File: src/common/flash_seq_params.svh
// Constants for the flash self-program sequencer
`ifndef FLASH_SEQ_PARAMS_SVH
`define FLASH_SEQ_PARAMS_SVH
`define PTR_W 22
`define PTR_INC_W 21
`define BLK_LSB 6
`define HOLD_N 64
`define HOLD_IDX_W 6
`define KEY_FIRST 8'h55
`define KEY_SECOND 8'haa
`define HOLD_ERASED 8'hff
`define CTRL_PGM_SEL 7
`define CTRL_CFG_SEL 6
`define CTRL_ERASE 4
`define CTRL_ABORT 3
`define CTRL_PEN 2
`define CTRL_LAUNCH 1
`define PROG_TIME_US 2000
`define CLK_MHZ 20
`define TMR_W 16
`endif

File: src/common/flash_seq_pkg.sv
// Types for the flash self-program sequencer
package flash_seq_pkg;
  typedef enum logic [1:0] {
    ST_IDLE = 2'b00,
    ST_KEY1 = 2'b01,
    ST_ARMED = 2'b11,
    ST_BUSY = 2'b10
  } seq_state_t;
  typedef enum logic [1:0] {
    PTR_KEEP = 2'b00,
    PTR_POST_INC = 2'b01,
    PTR_POST_DEC = 2'b10,
    PTR_PRE_INC = 2'b11
  } ptr_mode_t;
endpackage

File: src/verilog/flash_self_program_sequencer.sv
// Flash self-program sequencer: table reads/writes, unlock, block erase and program
// What this block does
// - Table reads return exactly one program memory byte each
// - Table read copies pointed byte into table_latch, pointer optionally updated
// - Pointer bit zero picks high or low byte of the array word
// - Erase always clears a whole 64 byte block, never one word
// - Erase block comes from pointer bits 21:6, bits 5:0 ignored
// - Long write starts only after keys 55h, 0AAh, then launch_bit
// - CPU is stalled for about 2 ms during erase or program
// - Long write ends when the programming timer expires, or early on reset
// - Programming writes only the enabled bytes of the 64 byte block
// - One holding register per block byte; table writes touch only these
// - Block programs only after program configuration and unlock sequence
// - Holding registers return to FFh on reset and after each program, not after an erase
// - Holding byte left at FFh leaves the array byte unchanged
// - Hardware clears launch_bit at completion; software can only set it
// - Done flag set on completion, held until software clears it
// - Abort flag set on plain reset mid-write or improper launch; selects kept
`timescale 1ns/1ps
`include "flash_seq_params.svh"
module flash_self_program_sequencer
  import flash_seq_pkg::*;
#(
  parameter int PROG_CYCLES = `PROG_TIME_US * `CLK_MHZ
) (
  input wire logic clk_sys_in,
  input wire logic sys_rst_in,
  input wire logic por_in,
  input wire logic ptr_wr_in,
  input wire logic [`PTR_W-1:0] ptr_wdata_in,
  input wire logic latch_wr_in,
  input wire logic [7:0] latch_wdata_in,
  input wire logic tbl_rd_in,
  input wire logic tbl_wr_in,
  input wire logic [1:0] tbl_mode_in,
  input wire logic ctrl_wr_in,
  input wire logic [7:0] ctrl_wdata_in,
  input wire logic key_wr_in,
  input wire logic [7:0] key_wdata_in,
  input wire logic done_clr_in,
  input wire logic [15:0] arr_rdata_in,
  output logic [`PTR_W-1:0] table_pointer_out,
  output logic [7:0] table_latch_out,
  output logic [7:0] memory_control_out,
  output logic nvm_done_flag_out,
  output logic cpu_stall_out,
  output logic arr_rd_out,
  output logic arr_erase_out,
  output logic arr_prog_out,
  output logic [`PTR_W-1:0] arr_addr_out,
  output logic [8*`HOLD_N-1:0] arr_wdata_out,
  output logic [`HOLD_N-1:0] arr_byte_en_out
);

  // ==========================================================
  // Unlock, launch and timer
  // ==========================================================
  localparam logic [`TMR_W-1:0] TMR_LOAD = `TMR_W'(PROG_CYCLES - 1);

  seq_state_t state_r, state_nxt;
  logic [`TMR_W-1:0] tmr_r, tmr_nxt;
  logic pgm_sel_r, pgm_sel_nxt;
  logic cfg_sel_r, cfg_sel_nxt;
  logic erase_r, erase_nxt;
  logic abort_r, abort_nxt;
  logic pen_r, pen_nxt;
  logic launch_r, launch_nxt;
  logic done_r, done_nxt;
  logic arr_erase_r, arr_erase_nxt;
  logic arr_prog_r, arr_prog_nxt;
  logic finish;
  logic other_wr;
  logic cpu_ok;

  // Stalled CPU cannot issue accesses; ignore any that leak through, except done clears
  assign cpu_ok = (state_r != ST_BUSY);
  assign finish = (state_r == ST_BUSY) && (tmr_r == '0);
  assign other_wr = ptr_wr_in | latch_wr_in | tbl_wr_in |
                    (ctrl_wr_in & ~ctrl_wdata_in[`CTRL_LAUNCH]);

  // Next state of the long write sequencer
  always_comb begin
    state_nxt = state_r;
    tmr_nxt = tmr_r;
    pgm_sel_nxt = pgm_sel_r;
    cfg_sel_nxt = cfg_sel_r;
    erase_nxt = erase_r;
    abort_nxt = abort_r;
    pen_nxt = pen_r;
    launch_nxt = launch_r;
    done_nxt = done_r;
    arr_erase_nxt = arr_erase_r;
    arr_prog_nxt = arr_prog_r;
    if (done_clr_in) begin
      done_nxt = 1'b0;
    end
    if (cpu_ok && ctrl_wr_in) begin
      pgm_sel_nxt = ctrl_wdata_in[`CTRL_PGM_SEL];
      cfg_sel_nxt = ctrl_wdata_in[`CTRL_CFG_SEL];
      erase_nxt = ctrl_wdata_in[`CTRL_ERASE];
      abort_nxt = ctrl_wdata_in[`CTRL_ABORT];
      pen_nxt = ctrl_wdata_in[`CTRL_PEN];
    end
    unique case (state_r)
      ST_IDLE: begin
        if (key_wr_in && key_wdata_in == `KEY_FIRST) begin
          state_nxt = ST_KEY1;
        end
      end
      ST_KEY1: begin
        if (key_wr_in && key_wdata_in == `KEY_SECOND) begin
          state_nxt = ST_ARMED;
        end else if (key_wr_in && key_wdata_in == `KEY_FIRST) begin
          state_nxt = ST_KEY1;
        end else if (key_wr_in || other_wr || ctrl_wr_in) begin
          state_nxt = ST_IDLE;
        end
      end
      ST_ARMED: begin
        // A fresh first key always restarts the unlock
        if (key_wr_in && key_wdata_in == `KEY_FIRST) begin
          state_nxt = ST_KEY1;
        end else if (key_wr_in || other_wr) begin
          state_nxt = ST_IDLE;
        end
      end
      ST_BUSY: begin
        tmr_nxt = tmr_r - `TMR_W'(1);
        if (finish) begin
          state_nxt = ST_IDLE;
          launch_nxt = 1'b0;
          erase_nxt = 1'b0;
          done_nxt = 1'b1;
          arr_erase_nxt = 1'b0;
          arr_prog_nxt = 1'b0;
        end
      end
    endcase
    // Launch only counts straight after the keys, with writes enabled
    if (cpu_ok && ctrl_wr_in && ctrl_wdata_in[`CTRL_LAUNCH]) begin
      if (state_r == ST_ARMED && ctrl_wdata_in[`CTRL_PEN] &&
          ctrl_wdata_in[`CTRL_PGM_SEL] && !ctrl_wdata_in[`CTRL_CFG_SEL]) begin
        state_nxt = ST_BUSY;
        launch_nxt = 1'b1;
        tmr_nxt = TMR_LOAD;
        arr_erase_nxt = ctrl_wdata_in[`CTRL_ERASE];
        arr_prog_nxt = !ctrl_wdata_in[`CTRL_ERASE];
      end else begin
        state_nxt = ST_IDLE;
        abort_nxt = 1'b1;
      end
    end
  end

  // Abort and space selects survive a plain reset so software can trace the lost write
  always_ff @(posedge clk_sys_in) begin
    if (sys_rst_in || por_in) begin
      state_r <= ST_IDLE;
      tmr_r <= '0;
      pgm_sel_r <= por_in ? 1'b0 : pgm_sel_r;
      cfg_sel_r <= por_in ? 1'b0 : cfg_sel_r;
      erase_r <= 1'b0;
      abort_r <= por_in ? 1'b0 : (abort_r | (state_r == ST_BUSY));
      pen_r <= 1'b0;
      launch_r <= 1'b0;
      done_r <= 1'b0;
      arr_erase_r <= 1'b0;
      arr_prog_r <= 1'b0;
    end else begin
      state_r <= state_nxt;
      tmr_r <= tmr_nxt;
      pgm_sel_r <= pgm_sel_nxt;
      cfg_sel_r <= cfg_sel_nxt;
      erase_r <= erase_nxt;
      abort_r <= abort_nxt;
      pen_r <= pen_nxt;
      launch_r <= launch_nxt;
      done_r <= done_nxt;
      arr_erase_r <= arr_erase_nxt;
      arr_prog_r <= arr_prog_nxt;
    end
  end

  // ==========================================================
  // Pointer, latch and table reads
  // ==========================================================
  logic [`PTR_W-1:0] ptr_r, ptr_nxt;
  logic [7:0] latch_r, latch_nxt;
  logic rd_pend_r, rd_pend_nxt;
  logic rd_hi_r, rd_hi_nxt;
  logic arr_rd_r, arr_rd_nxt;
  logic [`PTR_W-1:0] addr_r, addr_nxt;
  logic [`PTR_W-1:0] eff_ptr;
  logic [`PTR_INC_W-1:0] low_inc;
  logic [`PTR_INC_W-1:0] low_dec;
  logic tbl_op;

  // Only the low 21 bits step; the top bit stays put
  assign low_inc = ptr_r[`PTR_INC_W-1:0] + `PTR_INC_W'(1);
  assign low_dec = ptr_r[`PTR_INC_W-1:0] - `PTR_INC_W'(1);
  assign tbl_op = cpu_ok && (tbl_rd_in || tbl_wr_in);
  assign eff_ptr = (ptr_mode_t'(tbl_mode_in) == PTR_PRE_INC) ?
                   {ptr_r[`PTR_W-1], low_inc} : ptr_r;

  // Next pointer, latch and array read request
  always_comb begin
    ptr_nxt = ptr_r;
    latch_nxt = latch_r;
    rd_pend_nxt = 1'b0;
    rd_hi_nxt = rd_hi_r;
    arr_rd_nxt = 1'b0;
    addr_nxt = addr_r;
    if (cpu_ok && ptr_wr_in) begin
      ptr_nxt = ptr_wdata_in;
    end
    if (cpu_ok && latch_wr_in) begin
      latch_nxt = latch_wdata_in;
    end
    if (tbl_op) begin
      unique case (ptr_mode_t'(tbl_mode_in))
        PTR_KEEP: ptr_nxt = ptr_r;
        PTR_POST_INC: ptr_nxt = {ptr_r[`PTR_W-1], low_inc};
        PTR_POST_DEC: ptr_nxt = {ptr_r[`PTR_W-1], low_dec};
        PTR_PRE_INC: ptr_nxt = {ptr_r[`PTR_W-1], low_inc};
      endcase
    end
    if (cpu_ok && tbl_rd_in) begin
      arr_rd_nxt = 1'b1;
      addr_nxt = eff_ptr;
      rd_hi_nxt = eff_ptr[0];
      rd_pend_nxt = 1'b1;
    end
    if (rd_pend_r) begin
      latch_nxt = rd_hi_r ? arr_rdata_in[15:8] : arr_rdata_in[7:0];
    end
    // Long writes point at the block base; low bits never reach the array
    if (state_r == ST_ARMED && state_nxt == ST_BUSY) begin
      addr_nxt = {ptr_r[`PTR_W-1:`BLK_LSB], `BLK_LSB'(0)};
    end
  end

  // Pointer and latch registers
  always_ff @(posedge clk_sys_in) begin
    if (sys_rst_in || por_in) begin
      ptr_r <= '0;
      latch_r <= '0;
      rd_pend_r <= 1'b0;
      rd_hi_r <= 1'b0;
      arr_rd_r <= 1'b0;
      addr_r <= '0;
    end else begin
      ptr_r <= ptr_nxt;
      latch_r <= latch_nxt;
      rd_pend_r <= rd_pend_nxt;
      rd_hi_r <= rd_hi_nxt;
      arr_rd_r <= arr_rd_nxt;
      addr_r <= addr_nxt;
    end
  end

  // ==========================================================
  // Holding registers
  // ==========================================================
  logic [`HOLD_IDX_W-1:0] hold_idx;
  logic hold_clear;

  // Table writes land in the holding bank by the pointer's low six bits
  assign hold_idx = eff_ptr[`HOLD_IDX_W-1:0];
  assign hold_clear = finish && arr_prog_r;

  genvar gi;
  generate
    for (gi = 0; gi < `HOLD_N; gi++) begin : g_hold
      logic [7:0] hold_r, hold_nxt;
      logic en_r, en_nxt;

      // One byte of the write block
      always_comb begin
        hold_nxt = hold_r;
        if (hold_clear) begin
          hold_nxt = `HOLD_ERASED;
        end else if (cpu_ok && tbl_wr_in && hold_idx == `HOLD_IDX_W'(gi)) begin
          hold_nxt = latch_r;
        end
        en_nxt = (hold_nxt != `HOLD_ERASED);
      end

      // Reset leaves the byte erased so it cannot disturb the array
      always_ff @(posedge clk_sys_in) begin
        if (sys_rst_in || por_in) begin
          hold_r <= `HOLD_ERASED;
          en_r <= 1'b0;
        end else begin
          hold_r <= hold_nxt;
          en_r <= en_nxt;
        end
      end

      assign arr_wdata_out[8*gi +: 8] = hold_r;
      assign arr_byte_en_out[gi] = en_r;
    end
  endgenerate

  // ==========================================================
  // Outputs
  // ==========================================================
  assign table_pointer_out = ptr_r;
  assign table_latch_out = latch_r;
  assign memory_control_out = {pgm_sel_r, cfg_sel_r, 1'b0, erase_r,
                               abort_r, pen_r, launch_r, 1'b0};
  assign nvm_done_flag_out = done_r;
  // Launch bit stands for exactly the long write, so it drives the stall directly
  assign cpu_stall_out = launch_r;
  assign arr_rd_out = arr_rd_r;
  assign arr_erase_out = arr_erase_r;
  assign arr_prog_out = arr_prog_r;
  assign arr_addr_out = addr_r;

endmodule

File: config.mk
export PLATFORM = sky130hd
export DESIGN_NAME = flash_self_program_sequencer
export DESIGN_NICKNAME = d
export VERILOG_FILES = /design/src/common/flash_seq_pkg.sv /design/src/verilog/flash_self_program_sequencer.sv
export VERILOG_INCLUDE_DIRS = /design/src /design/src/common
export SDC_FILE = /design/constraint.sdc
export NUM_CORES = 1
export LEC_CHECK = 0
export BUFFER_PORTS_ARGS = -buffer_cell sky130_fd_sc_hd__buf_2
export CAP_MARGIN = 10
export CORE_MARGIN = 1
export CORE_UTILIZATION = 30
export CTS_CLUSTER_DIAMETER = 40
export DETAILED_ROUTE_END_ITERATION = 10
export PLACE_DENSITY_LB_ADDON = 0.3
export SLEW_MARGIN = 30
export SYNTH_ARGS = -nofsm -noshare
export SYNTH_HDL_FRONTEND = slang
export SYNTH_SLANG_ARGS = --single-unit
File: constraint.sdc
create_clock -name clk_sys_in -period 2.9 [get_ports clk_sys_in]
set_input_delay 0.29 -clock clk_sys_in [delete_from_list [all_inputs] [get_ports clk_sys_in]]
set_output_delay 0.29 -clock clk_sys_in [all_outputs]
set_load 0.01 [all_outputs]
* After elaboration in Yosys (flattened, before gate mapping)
Index checks and enable logic that the tools add are counted.
Widths: inputs -> output; s select.
** Word-level totals
- Bits in registers :: 657
- Input bits :: 74
- Output and inout port bits :: 641
- Word-level logic and storage cells :: 573
** Cells by class
- Add/subtract/negate cells :: 3
- Eq/ne operators :: 141
- Mux-type cells :: 179
- Bitwise logic cells :: 6
- Reduce and logical (&&, ||, !) cells :: 98
** Operators with widths (number)
- $mux 8 :: 131
- $ne 8x8->1 const B :: 64
- $eq 6x6->1 const B :: 32
- $eq 6x5->1 const B :: 16
- $mux 22 :: 4
- $logic_and 1x1->1 :: 79
- $eq 6x4->1 const B :: 8
- $mux 16 :: 3
- $pmux 21 s2 :: 1
- $mux 1 :: 29
- $eq 6x3->1 const B :: 4
- $add 21x1->21 const B :: 1
- $mux 21 :: 1
- $sub 21x1->21 const B :: 1
- $mux 2 :: 9
- $logic_not 16->1 :: 1
- $sub 16x1->16 const B :: 1
- $eq 6x2->1 const B :: 2
- $eq 2x2->1 const B :: 5
- $ne 2x2->1 const B :: 5
- $eq 8x7->1 const B :: 1
- $eq 8x8->1 const B :: 1
- $pmux 2 s4 :: 1
- $reduce_bool 2->1 :: 4
- 12 further kinds :: 23

* Depth between registers and ports, before layout
Gate-level depths: netlist of the first run.
- Depth after elaboration :: 13
- Depth in mapped cells :: 9
- Mapped depth without buffers :: 7

* Worst setup path after synthesis of the first run
No wires, ideal clock.
- Path kind :: reg2reg
- Start point :: register ptr_r[0] (netlist: table_pointer_out[0])
- End point :: register g_hold[17].en_r
- Library setup time :: 0.132 ns
- Arrival time :: 2.338 ns
- Data required time :: 2.768 ns
- Slack :: 0.429 ns
- Cell stages (with the launch flop) :: 9
- Clock period less this slack :: 2.471 ns
- Cell sequence :: dfxtp_1 ha_1 nand3_1 or3_1 a2111oi_4 buf_4 nand3_1 buf_2 mux2i_1
** Between the ends
- Cells in the longest elaborated chain, start to end :: 7
** RTL lines
- start, declared :: RTL line flash_self_program_sequencer.sv:187 : logic [`PTR_W-1:0] ptr_r, ptr_nxt;
- start signal, assigned :: RTL line flash_self_program_sequencer.sv:252 : ptr_r <= ptr_nxt;
- $add 21x1->21 :: RTL line flash_self_program_sequencer.sv:199 : assign low_inc = ptr_r[`PTR_INC_W-1:0] + `PTR_INC_W'(1);
- $mux 21 (*) :: RTL line flash_self_program_sequencer.sv:202 : assign eff_ptr = (ptr_mode_t'(tbl_mode_in) == PTR_PRE_INC) ?
- $eq 6x5->1 (*) :: RTL line flash_self_program_sequencer.sv:282 : end else if (cpu_ok && tbl_wr_in && hold_idx == `HOLD_IDX_W'(gi)) begin
- $logic_and 1x1->1 (*) :: RTL line flash_self_program_sequencer.sv:282
- $mux 8 (*) :: RTL line flash_self_program_sequencer.sv:282
- $mux 8 (*) :: RTL line flash_self_program_sequencer.sv:280 : if (hold_clear) begin
- $ne 8x8->1 (no source line) (*)
- end signal, assigned :: RTL line flash_self_program_sequencer.sv:295 : en_r <= en_nxt;
- end, declared :: RTL line flash_self_program_sequencer.sv:275 : logic en_r, en_nxt;
Every way passes the cells marked *; elsewhere a longest branch is shown, timed or not.
A chain may end at the register's enable or synchronous reset.

* Worst setup path in the final report of the first run
- Start point :: register ptr_r[0] (netlist: table_pointer_out[0])
- End point :: register g_hold[26].hold_r[1]
** Between the ends
- Cells in the longest elaborated chain, start to end :: 6
** RTL lines
- $add 21x1->21 :: RTL line flash_self_program_sequencer.sv:199
- $mux 21 (*) :: RTL line flash_self_program_sequencer.sv:202
- $eq 6x5->1 (*) :: RTL line flash_self_program_sequencer.sv:282
- $logic_and 1x1->1 (*) :: RTL line flash_self_program_sequencer.sv:282
- $mux 8 (*) :: RTL line flash_self_program_sequencer.sv:282
- $mux 8 (*) :: RTL line flash_self_program_sequencer.sv:280
- end signal, assigned :: RTL line flash_self_program_sequencer.sv:291 : hold_r <= `HOLD_ERASED;
- end signal, assigned :: RTL line flash_self_program_sequencer.sv:294 : hold_r <= hold_nxt;
- end, declared :: RTL line flash_self_program_sequencer.sv:274 : logic [7:0] hold_r, hold_nxt;
Marked as above.

==> flow_metrics.tcl, run 1 <==
set metrics [dict create \
    synth_area_leaders "dfxtp_1 48%, mux2i_1 22%, nor2_1 8.0%" \
    synth_top_cells_by_count "655 x dfxtp_1, 590 x mux2i_1, 580 x nor2_1, 175 x clkbuf_1, 167 x nand4_1" \
    worstMarginPinSlew_ns 0.797 \
    fin_skew_ns 0.0350 \
    worst_hold_slack_ns 0.0557 \
    synth_edf_count 2 \
    fmax_mhz 369 \
    clock_latency_ns 0.68 \
    die_h_um 303 \
    core_um2 88900 \
    grt_overflow_total 0 \
    synth_top_area_cell "dfxtp_1" \
    final_util 0.409 \
    path_clk_slew_ns 0.05 \
    dpl_cell_area_um2 32200 \
    startpoint_type "flip-flop" \
    first_pass_iters 5 \
    synth_cell_type_count 68 \
    start_util 0.305 \
    path_class "flip-flop to flip-flop" \
    antenna_found_initial 2 \
    nNetsFinal 3611 \
    cts_tree "done" \
    finalSetupViolations 0 \
    clockRootBuffer "clkbuf_16" \
    arrival_ns 3.23 \
    yosysMostFrequentCell "dfxtp_1" \
    status "finished clean" \
    die_w_um 303 \
    syn_inst 2855 \
    io_pins 715 \
    via_count 24180 \
    cts_sinks 657 \
    vias_per_cell 5.05 \
    ys_ff_latch 657 \
    async_reset_ff_frac 0 \
    ant_nets 0 \
    drt_iter0_markers 1739 \
    clock_path_buffers 3 \
    area.growth.synth_to_final_pct 33.9 \
    hold_class "primary input to flip-flop" \
    post_cts_buffers 0 \
    grt_max_degree 165 \
    drc_errors 0 \
    routed_wl_um 106000 \
    crit_required_ns 3.42 \
    grt_pass1_wl_um 151000 \
    ir_drop_uv 430 \
    num-fill-cells 8793 \
    rows 109 \
    synth.cell_area_um2 27100 \
    hold_viol_final 0 \
    grt_pass1_vias 23242 \
    fin_crit_ns 2.71 \
    syn_area_per_cell_um2 9.50 \
    slew_headroom 0.467 \
    gp_congestion 0.887 \
    cap_violations 0 \
    synth-main-ff-cell "dfxtp_1" \
    crit_path_end_kind "flip-flop" \
    wire_per_inst_um 22.1 \
    grt.total_usage 0.218 \
    cellPowerDensity_nw_per_um2 659 \
    h-tree-depth 3 \
    synth_top_area_frac 0.483 \
    layout-drive-gt1-share 0.304 \
    port_buffers 710 \
    ys_seq_area_frac 0.486 \
    min_period_over_period 0.934 \
    cts_buffers 103 \
    final_max_slew_viol_count 0 \
    leakagePower_nw 18.1 \
    path_max_fanout 16 \
    dieArea_um2 91600 \
    yosys_warnings 0 \
    postLayoutCellArea_um2 36300 \
    hpwl_um 72000 \
]
-- layout make-up --
type	count	area [um2]	area share
clock buffers	128	2920	0.0803
repair buffers	896	5360	0.148
clock inverters	64	873	0.0240
multi-input cells	1866	12500	0.344
well taps	1165	1460	0.0401
inverters	9	33.8	0.000930
flip-flops and latches	657	13200	0.363
diodes	1	2.50	0.0000689
-- per-layer routing --
layer / global-route usage / part of all wire / vias to the layer above
met4: 0.0743 / 0.028 / 0
li1: - / - / 11301
met5: 0 / 0 / -
met1: 0.271 / 0.42 / 11846
met2: 0.367 / 0.48 / 867
met3: 0.0544 / 0.073 / 166
-- repair_timing --
item                       4_1_cts  5_1_grt
gates cloned                     0        2
setup endpoints to repair        2      248
hold endpoints to repair        23        0
resized for setup                1        7
hold buffers                    23        0
-- final timing paths --
kind	startpoint	end	slack, ns	cells past startpoint
worst min register to register	arr_addr_out[21]	arr_addr_out[21]	0.46	2
worst min-delay path	ptr_wdata_in[17]	table_pointer_out[17]	0.06	3
worst max register to register	table_pointer_out[0]	g_hold[26].hold_r[1]	0.19	9
worst max-delay path	table_pointer_out[0]	g_hold[26].hold_r[1]	0.19	9
-- cell families after synthesis --
| family | Yosys count | synth area share |
|---|---|---|
| xor gates and xnor gates | 25 | 0.00807 |
| muxes | 593 | 0.219 |
| buffers and inverters | 333 | 0.0591 |
| AOI/OAI and AO/OA | 243 | 0.0561 |
| DFF | 657 | 0.486 |
| other | 1 | 0.000138 |
| and+or+nand+nor | 999 | 0.170 |
| adders and majority gates | 4 | 0.00184 |
-- through the flow --
step | instances | worst slack (ns) | total power [mW] | setup TNS (ns)
6_report | 4786 | 0.192 | 23.9 | 0
5_1_grt | 4785 | -0.000371 | 24.6 | -0.000371
4_1_cts | 4783 | 0.0611 | 24.1 | 0
3_5_place_dp | 4568 | 0.0222 | 10.7 | 0
3_3_place_gp | 4563 | 0.0432 | 10.6 | 0
2_1_floorplan | 2856 | 0.429 | 10.0 | 0
-- state kept, by name, indices dropped and copies added, names as in the netlist, 2 cells and up --
signal	flops
table_pointer_out	22
g_hold.en_r	64
g_hold.hold_r	512
table_latch_out	8
arr_addr_out	22
state_r	2
tmr_r	16
-- cells in the final DEF (no fill, tap or decap), types with 6 or more instances in the layout --
cell / instances
a211oi_1: 17
a21boi_0: 6
a21oi_1: 56
a31oi_1: 16
and2_1: 12
and3_1: 15
buf_12: 14
buf_16: 7
buf_2: 710
buf_4: 139
bufinv_16: 16
clkbuf_1: 7
clkbuf_16: 111
clkbuf_8: 12
clkinv_2: 12
clkinv_4: 9
clkinvlp_4: 7
dfxtp_1: 655
dlygate4sd3_1: 23
inv_1: 9
inv_6: 13
mux2i_1: 590
nand2_1: 47
nand3_1: 78
nand4_1: 167
nor2_1: 563
nor2_2: 8
nor2_4: 9
nor3_1: 26
nor4_1: 14
o21ai_0: 94
or3_1: 10
or4_1: 8
xnor2_1: 11
xor2_1: 14
-- worst max-delay path, cell delays in order, from the launching register on --
cell	delay, ns
dfxtp_1	0.32
buf_4	0.19
ha_1	0.19
nand3_1	0.09
or3_1	0.45
a2111oi_4	0.46
buf_12	0.23
nand3_1	0.22
buf_4	0.27
mux2i_1	0.12
-- where the power goes --
group / internal (mW) / switching, mW
logic: 0.451 / 0.896
clock network: 8.65 / 4.76
registers: 9.10 / 0.0791
No activity file was read; power rests on OpenSTA's default activity.
==> inputs of run 2 (changes only) <==
Settings changed: ABC_AREA set to 1.
==> flow_metrics.tcl, run 2 <==
set metrics [dict create \
    port_buffers 710 \
    via_count 35034 \
    p_int_mw 18.3 \
    path_cells "inv_2 > nand2_1 > nand3_1 > nand2_2 > nand3_1 > nor2_4 > buf_4 > nand2_1 > nand2_1 > nand3_1 > nand2_1 > nor2_1 > a21oi_1" \
    ant_nets 0 \
    async_reset_ff_frac 0 \
    crit_required_ns 3.53 \
    cellPowerDensity_nw_per_um2 599 \
    pwr-share-seq 0.372 \
    synth_cell_type_count 47 \
    setup_tns_ns 0 \
    dieArea_um2 106000 \
    fmax_mhz 355 \
    synth_top_area_frac 0.416 \
    crit_slowest_cell "dfxtp_1" \
    hpwl_um 101000 \
    synth_top_cells_by_count "1158 x nand2_1, 862 x nand3_1, 655 x dfxtp_1, 527 x nand4_1, 241 x nor2_1" \
    wire_per_inst_um 21.6 \
    first_pass_iters 7 \
    worstMarginPinSlew_ns 0.715 \
    syn_inst 4432 \
    final_util 0.399 \
    cp_common_cell "nand2_1" \
    cap_violations 0 \
    synth.cell_area_um2 31500 \
    area.growth.synth_to_final_pct 31.3 \
    min_period_over_period 0.970 \
    synth_area_leaders "dfxtp_1 42%, nand2_1 14%, nand3_1 14%" \
    gp_congestion 0.983 \
    gr-usage-met2 0.419 \
    crit_buf_inv 2 \
    h-tree-depth 3 \
    grt_overflow_total 0 \
    synth_edf_count 2 \
    nNetsFinal 5160 \
    postLayoutCellArea_um2 41400 \
    grt.met1_usage 0.310 \
    final_common_cell "nand2_1" \
    fin_skew_ns 0.0353 \
    start_util 0.304 \
    path_class "flip-flop to flip-flop" \
    largest_reg_flops 512 \
    status "finished clean" \
    yosysMostFrequentCell "nand2_1" \
    cpPeakStageDelay_ns 0.53 \
    largest-register "g_hold.hold_r" \
    crit_start "table_pointer_out[3]" \
    io_pins 715 \
    sw_frac_of_total 0.260 \
    crit_family "simple AND/OR/NAND/NOR gates" \
    slew_headroom 0.517 \
    ir_drop_uv 416 \
    arrival_ns 3.44 \
    path_clk_slew_ns 0.06 \
    clock_path_buffers 3 \
    clock_latency_ns 0.71 \
    p_sw_mw 6.43 \
    min_from "arr_rdata_in[13]" \
    final_max_slew_viol_count 0 \
    dpl_cell_area_um2 36700 \
    layout-drive-gt1-share 0.248 \
    grt_pass1_vias 31854 \
    cts_buffers 111 \
    mostFrequentLayoutCells "1155 x nand2_1, 860 x nand3_1, 710 x buf_2" \
    die_w_um 326 \
    routed_wl_um 141000 \
    synth-main-ff-cell "dfxtp_1" \
    leakagePower_nw 18.9 \
    reg_top3 "g_hold.hold_r (512), g_hold.en_r (64)" \
    grt_max_degree 153 \
    grt.total_usage 0.253 \
    ys_seq_area_frac 0.418 \
    core_um2 104000 \
    power_mw 24.8 \
    drc_errors 0 \
    hold_class "primary input to flip-flop" \
    syn_area_per_cell_um2 7.11 \
    grt_pass1_wl_um 205000 \
    gr-usage-met3 0.0683 \
    grt_most_used_layer "met2" \
    cts_sinks 657 \
    yosys_warnings 0 \
    antenna_found_initial 1 \
    synth_top_area_cell "dfxtp_1" \
    startpoint_type "flip-flop" \
    rows 118 \
    finalSetupViolations 0 \
    num-fill-cells 10804 \
    vias_per_cell 5.34 \
    rsz0062_at_grt "yes" \
    diodes 0 \
    path_max_fanout 16 \
    clkPwrFrac 0.555 \
    hold_viol_final 0 \
    drt_iter0_markers 2871 \
    ys_ff_latch 657 \
    worstReg2RegStart "table_pointer_out[3]" \
    cts_tree "done" \
    crit_path_end_kind "flip-flop" \
    p_comb_frac 0.073 \
    clockRootBuffer "clkbuf_16" \
    fin_crit_ns 2.81 \
    die_h_um 326 \
]
-- run 2: changes by cell type in the layout (fill, tap and decap cells not counted), sizes merged, moves of 91 or more --
cell	previous run	this run
nand2	48	1214
nand3	81	872
mux2i	590	0
nand4	167	543
nor2	580	295
inv	28	119
-- run 2: metal layers --
metal	vias up	wire, um
met3	241	11400
met1	16635	58200
met4	0	5420
li1	16829	-
met5	-	0
met2	1329	66400
-- run 2: kinds of logic (layout without fill, tap and decap cells) --
| family | count (synthesis) | in the layout | share of synthesized area |
|---|---|---|---|
| simple gates | 2948 | 2948 | 0.447 |
| flops | 657 | 657 | 0.418 |
| buf+inv | 519 | 1261 | 0.0780 |
| compound gates | 280 | 280 | 0.0489 |
| xor+xnor | 23 | 23 | 0.00639 |
| fa+ha+maj | 4 | 4 | 0.00159 |
| other cells | 1 | 2 | 0.000119 |
-- run 2: what timing repair did --
action / in CTS / in global routing
resized for setup: 4 / 23
hold endpoints to repair: 49 / 0
setup endpoints to repair: 11 / 55
pin swaps: 0 / 6
setup buffers: 0 / 17
gates cloned: 0 / 2
hold buffers: 46 / 0
-- run 2: power groups by stage --
stage | combinational, mW | clock [mW] | sequential [mW]
global placement | 1.69 | 0 | 9.41
finish | 1.80 | 13.7 | 9.22
detailed placement | 1.69 | 0 | 9.41
global route | 1.93 | 14.3 | 9.22
floorplan | 1.01 | 0 | 9.37
CTS | 1.75 | 13.9 | 9.22
-- run 2: final timing paths --
check	end	slack, ns	cells after the start
setup reg to reg	g_hold[31].en_r	0.09	13
hold reg to reg	arr_addr_out[1]	0.46	2
setup / recovery	g_hold[31].en_r	0.09	13
hold / removal	table_latch_out[5]	0.04	5
-- run 2: final cells by class --
cell class	count	area, um2	share of cell area
Inverter	106	419	0.0101
Clock buffer	143	3090	0.0746
Tap cell	1380	1730	0.0417
Clock inverter	63	828	0.0200
Sequential cell	657	13200	0.319
Timing Repair Buffer	949	6100	0.147
Multi-Input combinational cell	3257	16000	0.387
-- run 2: worst reg2reg max path, stage by stage, from the launching register on --
cell,delay (ns)
dfxtp_1,0.53
inv_2,0.15
nand2_1,0.11
nand3_1,0.10
nand2_2,0.39
nand3_1,0.31
nor2_4,0.28
buf_4,0.18
nand2_1,0.19
nand2_1,0.14
nand3_1,0.08
nand2_1,0.07
nor2_1,0.04
a21oi_1,0.18
-- run 2: metrics by stage --
stage          std cells  hold slack (ns)  setup WS (ns)
4_1_cts             6536          0.00255         0.0188
3_5_place_dp        6284            0.450         -0.131
2_1_floorplan       4433            0.425          0.471
6_report            6555           0.0410         0.0867
3_3_place_gp        6284            0.446         -0.116
5_1_grt             6555           0.0800        -0.0289
